File: src/core/eeprom_pkg.sv
// constants, register map and state codes of the eeprom access port
package eeprom_pkg;
   // ----------------------------------------------------------------
   // register offsets (byte addresses)
   // ----------------------------------------------------------------
   localparam logic [7:0] OFS_ACCESS = 8'hBC;
   localparam logic [7:0] OFS_IRQ_STATUS = 8'hF0;
   localparam logic [7:0] OFS_IRQ_CLEAR = 8'hF4;
   localparam logic [7:0] OFS_IRQ_ENABLE = 8'hF8;
   // ----------------------------------------------------------------
   // access register field layout
   // ----------------------------------------------------------------
   localparam int START_BIT = 0;
   localparam int CMD_BIT = 1;
   localparam int ERR_BIT = 2;
   localparam int ALOAD_OK_BIT = 3;
   localparam int ALOAD_STAT_BIT = 4;
   localparam int ALOAD_DIS_BIT = 5;
   localparam int RATE_LSB = 6;
   localparam int RATE_MSB = 7;
   localparam int RSVD_BIT = 8;
   localparam int LOC_LSB = 9;
   localparam int LOC_MSB = 15;
   localparam int DATA_LSB = 16;
   localparam int DATA_MSB = 31;
   // ----------------------------------------------------------------
   // reset values and codes
   // ----------------------------------------------------------------
   localparam logic ALOAD_DIS_RST = 1'b1;
   localparam logic [1:0] RATE_RST = 2'h1;
   localparam logic [1:0] RATE_TEST = 2'h3;
   localparam logic [6:0] LOC_RST = 7'h00;
   localparam logic [15:0] DATA_RST = 16'h0000;
   localparam logic CMD_WRITE = 1'b1;
   // ----------------------------------------------------------------
   // serial clock timing: four quarter phases per serial clock period
   // ----------------------------------------------------------------
   localparam int CORE_CLK_MHZ = 125;
   localparam int SCL_DIV_NORMAL = 1024;
   localparam int SCL_DIV_TEST = 16;
   localparam int QUARTERS = 4;
   localparam logic [7:0] QTR_NORMAL_M1 = 8'(SCL_DIV_NORMAL / QUARTERS - 1);
   localparam logic [7:0] QTR_TEST_M1 = 8'(SCL_DIV_TEST / QUARTERS - 1);
   localparam logic [1:0] Q0 = 2'h0;
   localparam logic [1:0] Q1 = 2'h1;
   localparam logic [1:0] Q2 = 2'h2;
   localparam logic [1:0] Q3 = 2'h3;
   localparam logic [2:0] BIT_FIRST = 3'h7;
   localparam logic [2:0] BIT_LAST = 3'h0;
   // serial device select, value is arbitrary
   localparam logic [6:0] DEV_SEL = 7'h50;
   // ----------------------------------------------------------------
   // byte sequence steps of one access
   // ----------------------------------------------------------------
   localparam logic [2:0] STEP_CTRL = 3'h0;
   localparam logic [2:0] STEP_ADDR = 3'h1;
   localparam logic [2:0] STEP_DHI = 3'h2;
   localparam logic [2:0] STEP_DLO = 3'h3;
   localparam logic [2:0] STEP_CTRLR = 3'h4;
   localparam logic [2:0] STEP_HI = 3'h5;
   localparam logic [2:0] STEP_LO = 3'h6;
   // ----------------------------------------------------------------
   // interrupt bits
   // ----------------------------------------------------------------
   localparam int IRQ_W = 3;
   localparam int IRQ_DONE = 0;
   localparam int IRQ_ERR = 1;
   localparam int IRQ_ALOAD = 2;
   // ----------------------------------------------------------------
   // serial engine states
   // ----------------------------------------------------------------
   typedef enum logic [7:0] {
      XF_IDLE = 8'h01,
      XF_START = 8'h02,
      XF_BIT = 8'h04,
      XF_ACK = 8'h08,
      XF_RBIT = 8'h10,
      XF_MACK = 8'h20,
      XF_RSTART = 8'h40,
      XF_STOP = 8'h80
   } xfer_e;
endpackage

File: src/core/eeprom_access_port.sv
// software access port to the external serial configuration eeprom
//
// Function
// start bit launches one eeprom access
// command bit: zero read, one write
// error flag set on missing acknowledge
// autoload success bit, cleared on read
// autoload status bit, sticky until reset
// autoload inhibit bit, resets to one
// serial clock divided from core, rate field
// eeprom location from bits 15:9
// write sends data field to eeprom
// read completion loads data field
// start clears at end; software polls it
// two-wire protocol, ack after every byte; the port refuses the low byte of a read
`timescale 1ns/1ns
`default_nettype none
module eeprom_access_port (
   input wire logic CLK,
   input wire logic RST_N,
   input wire logic [7:0] ADDR,
   input wire logic [31:0] WDATA,
   input wire logic WR,
   input wire logic RD,
   output logic [31:0] RDATA,
   output logic IRQ,
   output logic EE_SCL,
   input wire logic EE_SDA_IN,
   output logic EE_SDA_OUT,
   output logic EE_SDA_OE_N,
   input wire logic AUTOLOAD_DONE,
   input wire logic AUTOLOAD_OK,
   output logic AUTOLOAD_ENABLE
);
   // ----------------------------------------------------------------
   // declarations
   // ----------------------------------------------------------------
   logic rst_n;
   logic tick;
   logic start_r, start_nxt;
   logic cmd_r, cmd_nxt;
   logic err_r, err_nxt;
   logic aok_r, aok_nxt;
   logic astat_r, astat_nxt;
   logic adis_r, adis_nxt;
   logic [1:0] rate_r, rate_nxt;
   logic [6:0] loc_r, loc_nxt;
   logic [15:0] data_r, data_nxt;
   logic [eeprom_pkg::IRQ_W-1:0] ist_r, ist_nxt;
   logic [eeprom_pkg::IRQ_W-1:0] ien_r, ien_nxt;
   logic [eeprom_pkg::IRQ_W-1:0] ev;
   logic irq_r, irq_nxt;
   logic [31:0] rdata_r, rdata_nxt;
   logic aen_r, aen_nxt;
   logic [31:0] access_word;
   logic wr_access;
   logic aload_hit;
   eeprom_pkg::xfer_e st_r, st_nxt;
   logic [1:0] q_r, q_nxt;
   logic [2:0] bc_r, bc_nxt;
   logic [2:0] step_r, step_nxt;
   logic [7:0] sh_r, sh_nxt;
   logic [7:0] rhi_r, rhi_nxt;
   logic nack_r, nack_nxt;
   logic scl_r, scl_nxt;
   logic rel_r, rel_nxt;
   logic sda_out_r;
   logic done_ev;
   logic err_ev;
   logic ld_ev;

   // ----------------------------------------------------------------
   // reset release and quarter tick
   // ----------------------------------------------------------------
   eeprom_rst_sync u_rst (
      .clk(CLK),
      .rst_n(RST_N),
      .rst_sync_n(rst_n)
   );

   // serial clock divider
   eeprom_qtr_tick u_tick (
      .clk(CLK),
      .rst_n(rst_n),
      .rate(rate_r),
      .tick(tick)
   );

   // ----------------------------------------------------------------
   // register file
   // ----------------------------------------------------------------
   // assembled access word as software sees it
   always_comb begin
      access_word = 32'h0000_0000;
      access_word[eeprom_pkg::START_BIT] = start_r;
      access_word[eeprom_pkg::CMD_BIT] = cmd_r;
      access_word[eeprom_pkg::ERR_BIT] = err_r;
      access_word[eeprom_pkg::ALOAD_OK_BIT] = aok_r;
      access_word[eeprom_pkg::ALOAD_STAT_BIT] = astat_r;
      access_word[eeprom_pkg::ALOAD_DIS_BIT] = adis_r;
      access_word[eeprom_pkg::RATE_MSB:eeprom_pkg::RATE_LSB] = rate_r;
      access_word[eeprom_pkg::RSVD_BIT] = 1'b0;
      access_word[eeprom_pkg::LOC_MSB:eeprom_pkg::LOC_LSB] = loc_r;
      access_word[eeprom_pkg::DATA_MSB:eeprom_pkg::DATA_LSB] = data_r;
   end

   // next values of the software-visible state
   always_comb begin
      // writes to the access word are ignored while an access runs
      wr_access = WR && (ADDR == eeprom_pkg::OFS_ACCESS) && !start_r;
      aload_hit = AUTOLOAD_DONE && AUTOLOAD_OK && aen_r;
      start_nxt = start_r;
      cmd_nxt = cmd_r;
      err_nxt = err_r;
      aok_nxt = aok_r;
      astat_nxt = astat_r;
      adis_nxt = adis_r;
      rate_nxt = rate_r;
      loc_nxt = loc_r;
      data_nxt = data_r;
      ien_nxt = ien_r;
      if (wr_access) begin
         // start on write one
         start_nxt = WDATA[eeprom_pkg::START_BIT];
         // access kind
         cmd_nxt = WDATA[eeprom_pkg::CMD_BIT];
         // inhibit bit
         adis_nxt = WDATA[eeprom_pkg::ALOAD_DIS_BIT];
         // rate field
         rate_nxt = WDATA[eeprom_pkg::RATE_MSB:eeprom_pkg::RATE_LSB];
         // target location
         loc_nxt = WDATA[eeprom_pkg::LOC_MSB:eeprom_pkg::LOC_LSB];
         data_nxt = WDATA[eeprom_pkg::DATA_MSB:eeprom_pkg::DATA_LSB];
         if (WDATA[eeprom_pkg::START_BIT]) begin
            err_nxt = 1'b0; // fresh access, fresh error flag
         end
      end
      // start clears at end
      if (done_ev) begin
         start_nxt = 1'b0;
      end
      // missing acknowledge
      if (err_ev) begin
         err_nxt = 1'b1;
      end
      // read word returned
      if (ld_ev) begin
         data_nxt = {rhi_r, sh_r};
      end
      // clear on read, set wins
      if (RD && (ADDR == eeprom_pkg::OFS_ACCESS)) begin
         aok_nxt = 1'b0;
      end
      if (aload_hit) begin
         aok_nxt = 1'b1;
      end
      // sticky autoload status
      if (aload_hit) begin
         astat_nxt = 1'b1;
      end
      if (WR && (ADDR == eeprom_pkg::OFS_IRQ_ENABLE)) begin
         ien_nxt = WDATA[eeprom_pkg::IRQ_W-1:0];
      end
      // inhibit steers the loader
      aen_nxt = !adis_r;
   end

   // interrupt status: events set, write-one clears, set wins
   always_comb begin
      ev = '0;
      ev[eeprom_pkg::IRQ_DONE] = done_ev;
      ev[eeprom_pkg::IRQ_ERR] = err_ev;
      ev[eeprom_pkg::IRQ_ALOAD] = aload_hit;
      ist_nxt = ist_r;
      if (WR && (ADDR == eeprom_pkg::OFS_IRQ_CLEAR)) begin
         ist_nxt = ist_r & ~WDATA[eeprom_pkg::IRQ_W-1:0];
      end
      ist_nxt = ist_nxt | ev;
      irq_nxt = |(ist_nxt & ien_nxt);
   end

   // read data stands only in the cycle after the strobe
   always_comb begin
      rdata_nxt = 32'h0000_0000;
      if (RD) begin
         case (ADDR)
            eeprom_pkg::OFS_ACCESS: rdata_nxt = access_word;
            eeprom_pkg::OFS_IRQ_STATUS: rdata_nxt[eeprom_pkg::IRQ_W-1:0] = ist_r;
            eeprom_pkg::OFS_IRQ_ENABLE: rdata_nxt[eeprom_pkg::IRQ_W-1:0] = ien_r;
            default: rdata_nxt = 32'h0000_0000;
         endcase
      end
   end

   // register file flops
   always_ff @(posedge CLK or negedge rst_n) begin
      if (!rst_n) begin
         start_r <= 1'b0;
         cmd_r <= 1'b0;
         err_r <= 1'b0;
         aok_r <= 1'b0;
         astat_r <= 1'b0;
         adis_r <= eeprom_pkg::ALOAD_DIS_RST;
         rate_r <= eeprom_pkg::RATE_RST;
         loc_r <= eeprom_pkg::LOC_RST;
         data_r <= eeprom_pkg::DATA_RST;
         ist_r <= '0;
         ien_r <= '0;
         irq_r <= 1'b0;
         rdata_r <= 32'h0000_0000;
         aen_r <= 1'b0;
      end else begin
         start_r <= start_nxt;
         cmd_r <= cmd_nxt;
         err_r <= err_nxt;
         aok_r <= aok_nxt;
         astat_r <= astat_nxt;
         adis_r <= adis_nxt;
         rate_r <= rate_nxt;
         loc_r <= loc_nxt;
         data_r <= data_nxt;
         ist_r <= ist_nxt;
         ien_r <= ien_nxt;
         irq_r <= irq_nxt;
         rdata_r <= rdata_nxt;
         aen_r <= aen_nxt;
      end
   end

   // ----------------------------------------------------------------
   // two-wire serial engine
   // ----------------------------------------------------------------
   // byte and bit sequencing
   always_comb begin
      st_nxt = st_r;
      q_nxt = q_r;
      bc_nxt = bc_r;
      step_nxt = step_r;
      sh_nxt = sh_r;
      rhi_nxt = rhi_r;
      nack_nxt = nack_r;
      scl_nxt = scl_r;
      rel_nxt = rel_r;
      done_ev = 1'b0;
      err_ev = 1'b0;
      ld_ev = 1'b0;
      if (st_r == eeprom_pkg::XF_IDLE) begin
         scl_nxt = 1'b1;
         rel_nxt = 1'b1;
         if (start_r) begin
            st_nxt = eeprom_pkg::XF_START;
            q_nxt = eeprom_pkg::Q0;
            step_nxt = eeprom_pkg::STEP_CTRL;
            sh_nxt = {eeprom_pkg::DEV_SEL, 1'b0};
            bc_nxt = eeprom_pkg::BIT_FIRST;
            nack_nxt = 1'b0;
         end
      end else if (tick) begin
         q_nxt = q_r + 2'h1;
         case (st_r)
            eeprom_pkg::XF_START, eeprom_pkg::XF_RSTART: begin
               // data falls while clock is high
               case (q_r)
                  eeprom_pkg::Q0: begin
                     scl_nxt = (st_r == eeprom_pkg::XF_START);
                     rel_nxt = 1'b1;
                  end
                  eeprom_pkg::Q1: scl_nxt = 1'b1;
                  eeprom_pkg::Q2: rel_nxt = 1'b0;
                  default: begin
                     scl_nxt = 1'b0;
                     st_nxt = eeprom_pkg::XF_BIT;
                     if (st_r == eeprom_pkg::XF_RSTART) begin
                        sh_nxt = {eeprom_pkg::DEV_SEL, 1'b1};
                        bc_nxt = eeprom_pkg::BIT_FIRST;
                        step_nxt = eeprom_pkg::STEP_CTRLR;
                     end
                  end
               endcase
            end
            eeprom_pkg::XF_BIT: begin
               // shift out, msb first
               case (q_r)
                  eeprom_pkg::Q0: begin
                     scl_nxt = 1'b0;
                     rel_nxt = sh_r[7];
                  end
                  eeprom_pkg::Q1: scl_nxt = 1'b1;
                  eeprom_pkg::Q2: scl_nxt = 1'b1;
                  default: begin
                     scl_nxt = 1'b0;
                     sh_nxt = {sh_r[6:0], 1'b0};
                     if (bc_r == eeprom_pkg::BIT_LAST) begin
                        st_nxt = eeprom_pkg::XF_ACK;
                     end else begin
                        bc_nxt = bc_r - 3'h1;
                     end
                  end
               endcase
            end
            eeprom_pkg::XF_ACK: begin
               case (q_r)
                  eeprom_pkg::Q0: begin
                     scl_nxt = 1'b0;
                     rel_nxt = 1'b1;
                  end
                  eeprom_pkg::Q1: scl_nxt = 1'b1;
                  eeprom_pkg::Q2: begin
                     // sample acknowledge
                     if (EE_SDA_IN) begin
                        nack_nxt = 1'b1;
                        err_ev = 1'b1;
                     end
                  end
                  default: begin
                     scl_nxt = 1'b0;
                     bc_nxt = eeprom_pkg::BIT_FIRST;
                     st_nxt = eeprom_pkg::XF_BIT;
                     if (nack_r) begin
                        st_nxt = eeprom_pkg::XF_STOP;
                     end else begin
                        case (step_r)
                           eeprom_pkg::STEP_CTRL: begin
                              // send location
                              sh_nxt = {loc_r, 1'b0};
                              step_nxt = eeprom_pkg::STEP_ADDR;
                           end
                           eeprom_pkg::STEP_ADDR: begin
                              // branch on access kind
                              if (cmd_r == eeprom_pkg::CMD_WRITE) begin
                                 sh_nxt = data_r[15:8];
                                 step_nxt = eeprom_pkg::STEP_DHI;
                              end else begin
                                 st_nxt = eeprom_pkg::XF_RSTART;
                              end
                           end
                           eeprom_pkg::STEP_DHI: begin
                              // low data byte
                              sh_nxt = data_r[7:0];
                              step_nxt = eeprom_pkg::STEP_DLO;
                           end
                           eeprom_pkg::STEP_CTRLR: begin
                              st_nxt = eeprom_pkg::XF_RBIT;
                              step_nxt = eeprom_pkg::STEP_HI;
                           end
                           default: st_nxt = eeprom_pkg::XF_STOP;
                        endcase
                     end
                  end
               endcase
            end
            eeprom_pkg::XF_RBIT: begin
               case (q_r)
                  eeprom_pkg::Q0: begin
                     scl_nxt = 1'b0;
                     rel_nxt = 1'b1;
                  end
                  eeprom_pkg::Q1: scl_nxt = 1'b1;
                  eeprom_pkg::Q2: sh_nxt = {sh_r[6:0], EE_SDA_IN};
                  default: begin
                     scl_nxt = 1'b0;
                     if (bc_r == eeprom_pkg::BIT_LAST) begin
                        st_nxt = eeprom_pkg::XF_MACK;
                     end else begin
                        bc_nxt = bc_r - 3'h1;
                     end
                  end
               endcase
            end
            eeprom_pkg::XF_MACK: begin
               // acknowledge high byte, refuse after low byte
               case (q_r)
                  eeprom_pkg::Q0: begin
                     scl_nxt = 1'b0;
                     rel_nxt = (step_r == eeprom_pkg::STEP_LO);
                  end
                  eeprom_pkg::Q1: scl_nxt = 1'b1;
                  eeprom_pkg::Q2: scl_nxt = 1'b1;
                  default: begin
                     scl_nxt = 1'b0;
                     if (step_r == eeprom_pkg::STEP_HI) begin
                        rhi_nxt = sh_r;
                        step_nxt = eeprom_pkg::STEP_LO;
                        bc_nxt = eeprom_pkg::BIT_FIRST;
                        st_nxt = eeprom_pkg::XF_RBIT;
                     end else begin
                        st_nxt = eeprom_pkg::XF_STOP;
                     end
                  end
               endcase
            end
            eeprom_pkg::XF_STOP: begin
               // data rises while clock is high
               case (q_r)
                  eeprom_pkg::Q0: begin
                     scl_nxt = 1'b0;
                     rel_nxt = 1'b0;
                  end
                  eeprom_pkg::Q1: scl_nxt = 1'b1;
                  eeprom_pkg::Q2: rel_nxt = 1'b1;
                  default: begin
                     // finish access
                     done_ev = 1'b1;
                     // load only after a clean read
                     ld_ev = (cmd_r != eeprom_pkg::CMD_WRITE) && !nack_r;
                     st_nxt = eeprom_pkg::XF_IDLE;
                  end
               endcase
            end
            default: st_nxt = eeprom_pkg::XF_IDLE;
         endcase
      end
   end

   // serial engine flops
   always_ff @(posedge CLK or negedge rst_n) begin
      if (!rst_n) begin
         st_r <= eeprom_pkg::XF_IDLE;
         q_r <= eeprom_pkg::Q0;
         bc_r <= eeprom_pkg::BIT_FIRST;
         step_r <= eeprom_pkg::STEP_CTRL;
         sh_r <= 8'h00;
         rhi_r <= 8'h00;
         nack_r <= 1'b0;
         scl_r <= 1'b1;
         rel_r <= 1'b1;
         sda_out_r <= 1'b0;
      end else begin
         st_r <= st_nxt;
         q_r <= q_nxt;
         bc_r <= bc_nxt;
         step_r <= step_nxt;
         sh_r <= sh_nxt;
         rhi_r <= rhi_nxt;
         nack_r <= nack_nxt;
         scl_r <= scl_nxt;
         rel_r <= rel_nxt;
         sda_out_r <= 1'b0; // open drain only ever pulls low
      end
   end

   // ----------------------------------------------------------------
   // outputs, all straight from flops
   // ----------------------------------------------------------------
   assign RDATA = rdata_r;
   assign IRQ = irq_r;
   assign EE_SCL = scl_r;
   assign EE_SDA_OUT = sda_out_r;
   assign EE_SDA_OE_N = rel_r;
   assign AUTOLOAD_ENABLE = aen_r;
endmodule // eeprom_access_port
`default_nettype wire

File: src/core/eeprom_qtr_tick.sv
// quarter-phase tick generator for the serial clock
`timescale 1ns/1ns
`default_nettype none
module eeprom_qtr_tick (
   input wire logic clk,
   input wire logic rst_n,
   input wire logic [1:0] rate,
   output logic tick
);
   logic [7:0] cnt_r;
   logic [7:0] cnt_nxt;
   logic [7:0] reload;

   // count down, reload at zero; test mode runs fast
   always_comb begin
      reload = (rate == eeprom_pkg::RATE_TEST) ? eeprom_pkg::QTR_TEST_M1
                                              : eeprom_pkg::QTR_NORMAL_M1;
      tick = (cnt_r == 8'h00);
      if (tick || (cnt_r > reload)) begin
         cnt_nxt = reload;
      end else begin
         cnt_nxt = cnt_r - 8'h01;
      end
   end

   // counter register
   always_ff @(posedge clk or negedge rst_n) begin
      if (!rst_n) begin
         cnt_r <= eeprom_pkg::QTR_NORMAL_M1;
      end else begin
         cnt_r <= cnt_nxt;
      end
   end
endmodule // eeprom_qtr_tick
`default_nettype wire

File: src/core/eeprom_rst_sync.sv
// two-stage release synchroniser for the asynchronous reset
`timescale 1ns/1ns
`default_nettype none
module eeprom_rst_sync (
   input wire logic clk,
   input wire logic rst_n,
   output logic rst_sync_n
);
   logic meta_r;
   logic meta_nxt;
   logic hold_r;
   logic hold_nxt;

   // next values: shift a one in after release
   always_comb begin
      meta_nxt = 1'b1;
      hold_nxt = meta_r;
   end

   // assert at once, release through two flops
   always_ff @(posedge clk or negedge rst_n) begin
      if (!rst_n) begin
         meta_r <= 1'b0;
         hold_r <= 1'b0;
      end else begin
         meta_r <= meta_nxt;
         hold_r <= hold_nxt;
      end
   end

   assign rst_sync_n = hold_r;
endmodule // eeprom_rst_sync
`default_nettype wire

File: config.mk
export PLATFORM = sky130hd
export DESIGN_NAME = eeprom_access_port
export DESIGN_NICKNAME = d
export VERILOG_FILES = /design/src/core/eeprom_pkg.sv /design/src/core/eeprom_access_port.sv /design/src/core/eeprom_qtr_tick.sv /design/src/core/eeprom_rst_sync.sv
export SDC_FILE = /design/constraint.sdc
export NUM_CORES = 1
export LEC_CHECK = 0
export ABC_AREA = 1
export BUFFER_PORTS_ARGS = -buffer_cell sky130_fd_sc_hd__buf_4
export CAP_MARGIN = 5
export CORE_UTILIZATION = 60
export DETAILED_ROUTE_END_ITERATION = 12
export PLACE_DENSITY = 0.83
export SYNTH_ARGS = -nofsm -noshare
export SYNTH_HDL_FRONTEND = slang
export SYNTH_HIERARCHICAL = 1
export SYNTH_SLANG_ARGS = --single-unit
File: constraint.sdc
create_clock -name CLK -period 9 [get_ports CLK]
set_input_delay 0.45 -clock CLK [delete_from_list [all_inputs] [get_ports CLK]]
set_output_delay 0.45 -clock CLK [all_outputs]
set_load 0.05 [all_outputs]
==> results.toml <==
[critical_path]
setup.worst_path.start_class = "flop"
worstReg2RegStart = "u_tick/cnt_r[0]"
worstReg2RegEnd = "data_r[9]"
path_class = "flop to flop"
endpoint_kind = "flop"
r2r_slack_ns = 6.14
worstPathRequired_ns = 9.45
r2r_cells = 12
cp.arrival_ns = 3.32
cp_max_fo = 18

[synth]
ys_types = 42
ys_async_sr_fraction = 1.00
synthFlopType = "dfrtp_1"
syn-instance-count = 741
syn-mean-instance-area_um2 = 8.19
synth_edf_count = 0
yosysSeqAreaShare = 0.478
synth_top_family_by_area = "simple AND/OR/NAND/NOR gates"
synth-compound-area-share = 0.0718
synthMuxAreaShare = 0.0223
ys_seq_elements = 115
yosysWarnings = 6
syn_area_mm2 = 0.00607
ys_top_cells_by_area = "dfrtp_1, nand2_1, dfstp_2"
synthXorXnorAreaFrac = 0.00577
synthSimpleGateAreaFrac = 0.321
synth_top_area_frac = 0.408
synth_top_area_cell = "dfrtp_1"
synth_fa_ha_area_frac = 0.0206

[clock_network]
root_buffer = "clkbuf_8"
cts.sinks = 115
cts_tree = "yes"
cts_buffers = 17
clkLatencyLatePin_ns = 0.52
cts.clk_slew.worst_paths_ns = 0.06
htreeDepth = 4
cts_setup_buffers = 0
cts_buffer_depth = 2
ctsHoldBuffers = 1
post_cts_resized = 0

[routing]
wire_per_inst_um = 15.6
met1Wirelength_mm = 6.14
met3_wirelength_um = 808
num_vias = 5237
route.met2.wl_mm = 7.92
drtIter0Drc = 302
drtAntennaViolNets = 0
dr.pass1.iters = 5
top_layer_used = "met4"
drt-vias-per-instance = 5.39
wirelength_mm = 15.2
drcViolationCount = 0

[global_route]
grt_pass1_wl_mm = 24.4
grt-ovfl-total = 0
grt.total_usage = 0.307
antenna_found_initial = 0
grt_pass1_vias = 5166
grt_max_degree = 91

[sta]
finalCriticalPeriod_ns = 2.86
tns_ns = 0
setup_ws_ns = 6.14
skew_ns = 0.00767
drv_slew = 0
rsz0062_at_grt = "no"
timing.final.crit_share = 0.318
slew_headroom = 0.256
fmax_ghz = 0.349
tightest_slew_ns = 1.11
hold_viol_final = 0
setup_viol_count_final = 0

[place]
place.gp.congestion = 0.933
place_ws_ns = 6.19
port_buffers = 78
hpwlAfterDp_mm = 10.5
dpl.cell_count = 938
place_area_mm2 = 0.00674

[power_and_ir_drop]
power_density_mw_per_mm2 = 192
leakage_uw = 0.00390
irDropWorstVdd_v = 0.000159

[final_layout]
final_net_count = 882
final_area_mm2 = 0.00736
syn_to_final_growth_pct = 21.4
stdcell_count = 971
final_util = 0.753
drive_gt1_frac = 0.252
n_fill_cell = 683
n_antenna_cell = 0
multi_input_area_mm2 = 0.00269
regArea_mm2 = 0.00290

[worst_hold_path]
holdPathStages = 2
min_to = "rate_r[1]"
hold_class = "primary input to flop"
worstHoldStart = "WDATA[7]"

[floorplan]
start_util = 0.621
die_h_um = 103
core_mm2 = 0.00977
dieArea_mm2 = 0.0105
num_rows = 36
io_pins = 84
fp.dieW_um = 103

[status]
outcome = "complete, no violations"

[job]
maxCapViolCount = 0
## cells in the final DEF (no fill, tap or decap), drive strengths merged, types with 5 or more instances in the layout
| master | n |
|---|---|
| nor2 | 100 |
| nand2 | 212 |
| clkinv | 5 |
| mux2 | 12 |
| o21ai | 55 |
| nand3b | 16 |
| buf | 80 |
| a21oi | 7 |
| nand3 | 67 |
| o22ai | 6 |
| dfrtp | 99 |
| dfstp | 16 |
| ha | 10 |
| nor3 | 5 |
| inv | 99 |
| clkbuf | 23 |
## worst max-delay path, cell delays in order, from the launching register on
cell and delay (ns):
dfstp_2 0.38, inv_1 0.09, ha_1 0.21, nand3_2 0.10, nor2_1 0.20, nand2_2 0.20
inv_1 0.30, inv_1 0.14, nor3_4 0.33, nand3_4 0.28, inv_2 0.34, nand2_1 0.12
nand3_1 0.11
## layer usage
layer	vias up	global-route usage
met1	2500	0.367
met3	32	0.0637
met4	0	0.115
met5	-	0
li1	2510	-
met2	195	0.545
## state kept, by name, indices dropped and copies added (netlist names), 2 cells and up
register      cells
RDATA            31
bc_r              3
data_r           16
ien_r             3
ist_r             3
loc_r             7
q_r               2
rate_r            2
rhi_r             8
sh_r              8
st_r              8
step_r            3
u_tick/cnt_r      8
## cells in the mapped netlist, drive strengths merged (2+ instances only)
library cell,count
nand2,212
nor2,100
dfrtp,99
inv,99
nand3,67
o21ai,55
dfstp,16
nand3b,16
buf,12
mux2,12
ha,10
a21oi,7
o22ai,6
clkbuf,5
nor3,5
o211ai,4
nand4,3
xor2,3
a21boi,2
conb,2
o21a,2
## where the power goes
| group | internal [µW] | switching (µW) |
|---|---|---|
| Combinational | 54.2 | 77.1 |
| Clock | 471 | 228 |
| Sequential | 556 | 28.3 |
| Total | 1080 | 333 |
## worst max path at each step
stage,start,end,slack (ns),cells past startpoint
2_1_floorplan,u_rst/rst_sync_n,AUTOLOAD_ENABLE,5.59,0
3_3_place_gp,u_tick/cnt_r[0],data_r[2],6.28,13
3_5_place_dp,u_tick/cnt_r[0],data_r[4],6.19,13
4_1_cts,u_tick/cnt_r[0],data_r[0],6.15,12
5_1_grt,u_tick/cnt_r[0],data_r[7],5.92,12
6_report,u_tick/cnt_r[0],data_r[9],6.14,12
## stage by stage
step,hold WS [ns],total power (µW)
global route,0.153,1460
finish,0.163,1410
detailed placement,0.229,721
CTS,0.149,1420
global placement,0.228,711
floorplan,0.154,679
## area by class of cell
| type | count | share of cell area |
|---|---|---|
| sequential | 115 | 0.394 |
| tap | 133 | 0.0226 |
| multi-input combinational | 511 | 0.366 |
| clock buffer | 23 | 0.0634 |
| timing repair buffer | 81 | 0.0829 |
| inverter | 99 | 0.0508 |
| clock inverter | 9 | 0.0207 |
## cells by family after synthesis
family,Yosys count
simple gates,404
buf+inv,116
flops,115
compound gates,78
mux,12
fa+ha+maj,10
xor+xnor,4
other cells,2
No activity file was read; power rests on OpenSTA's default activity.
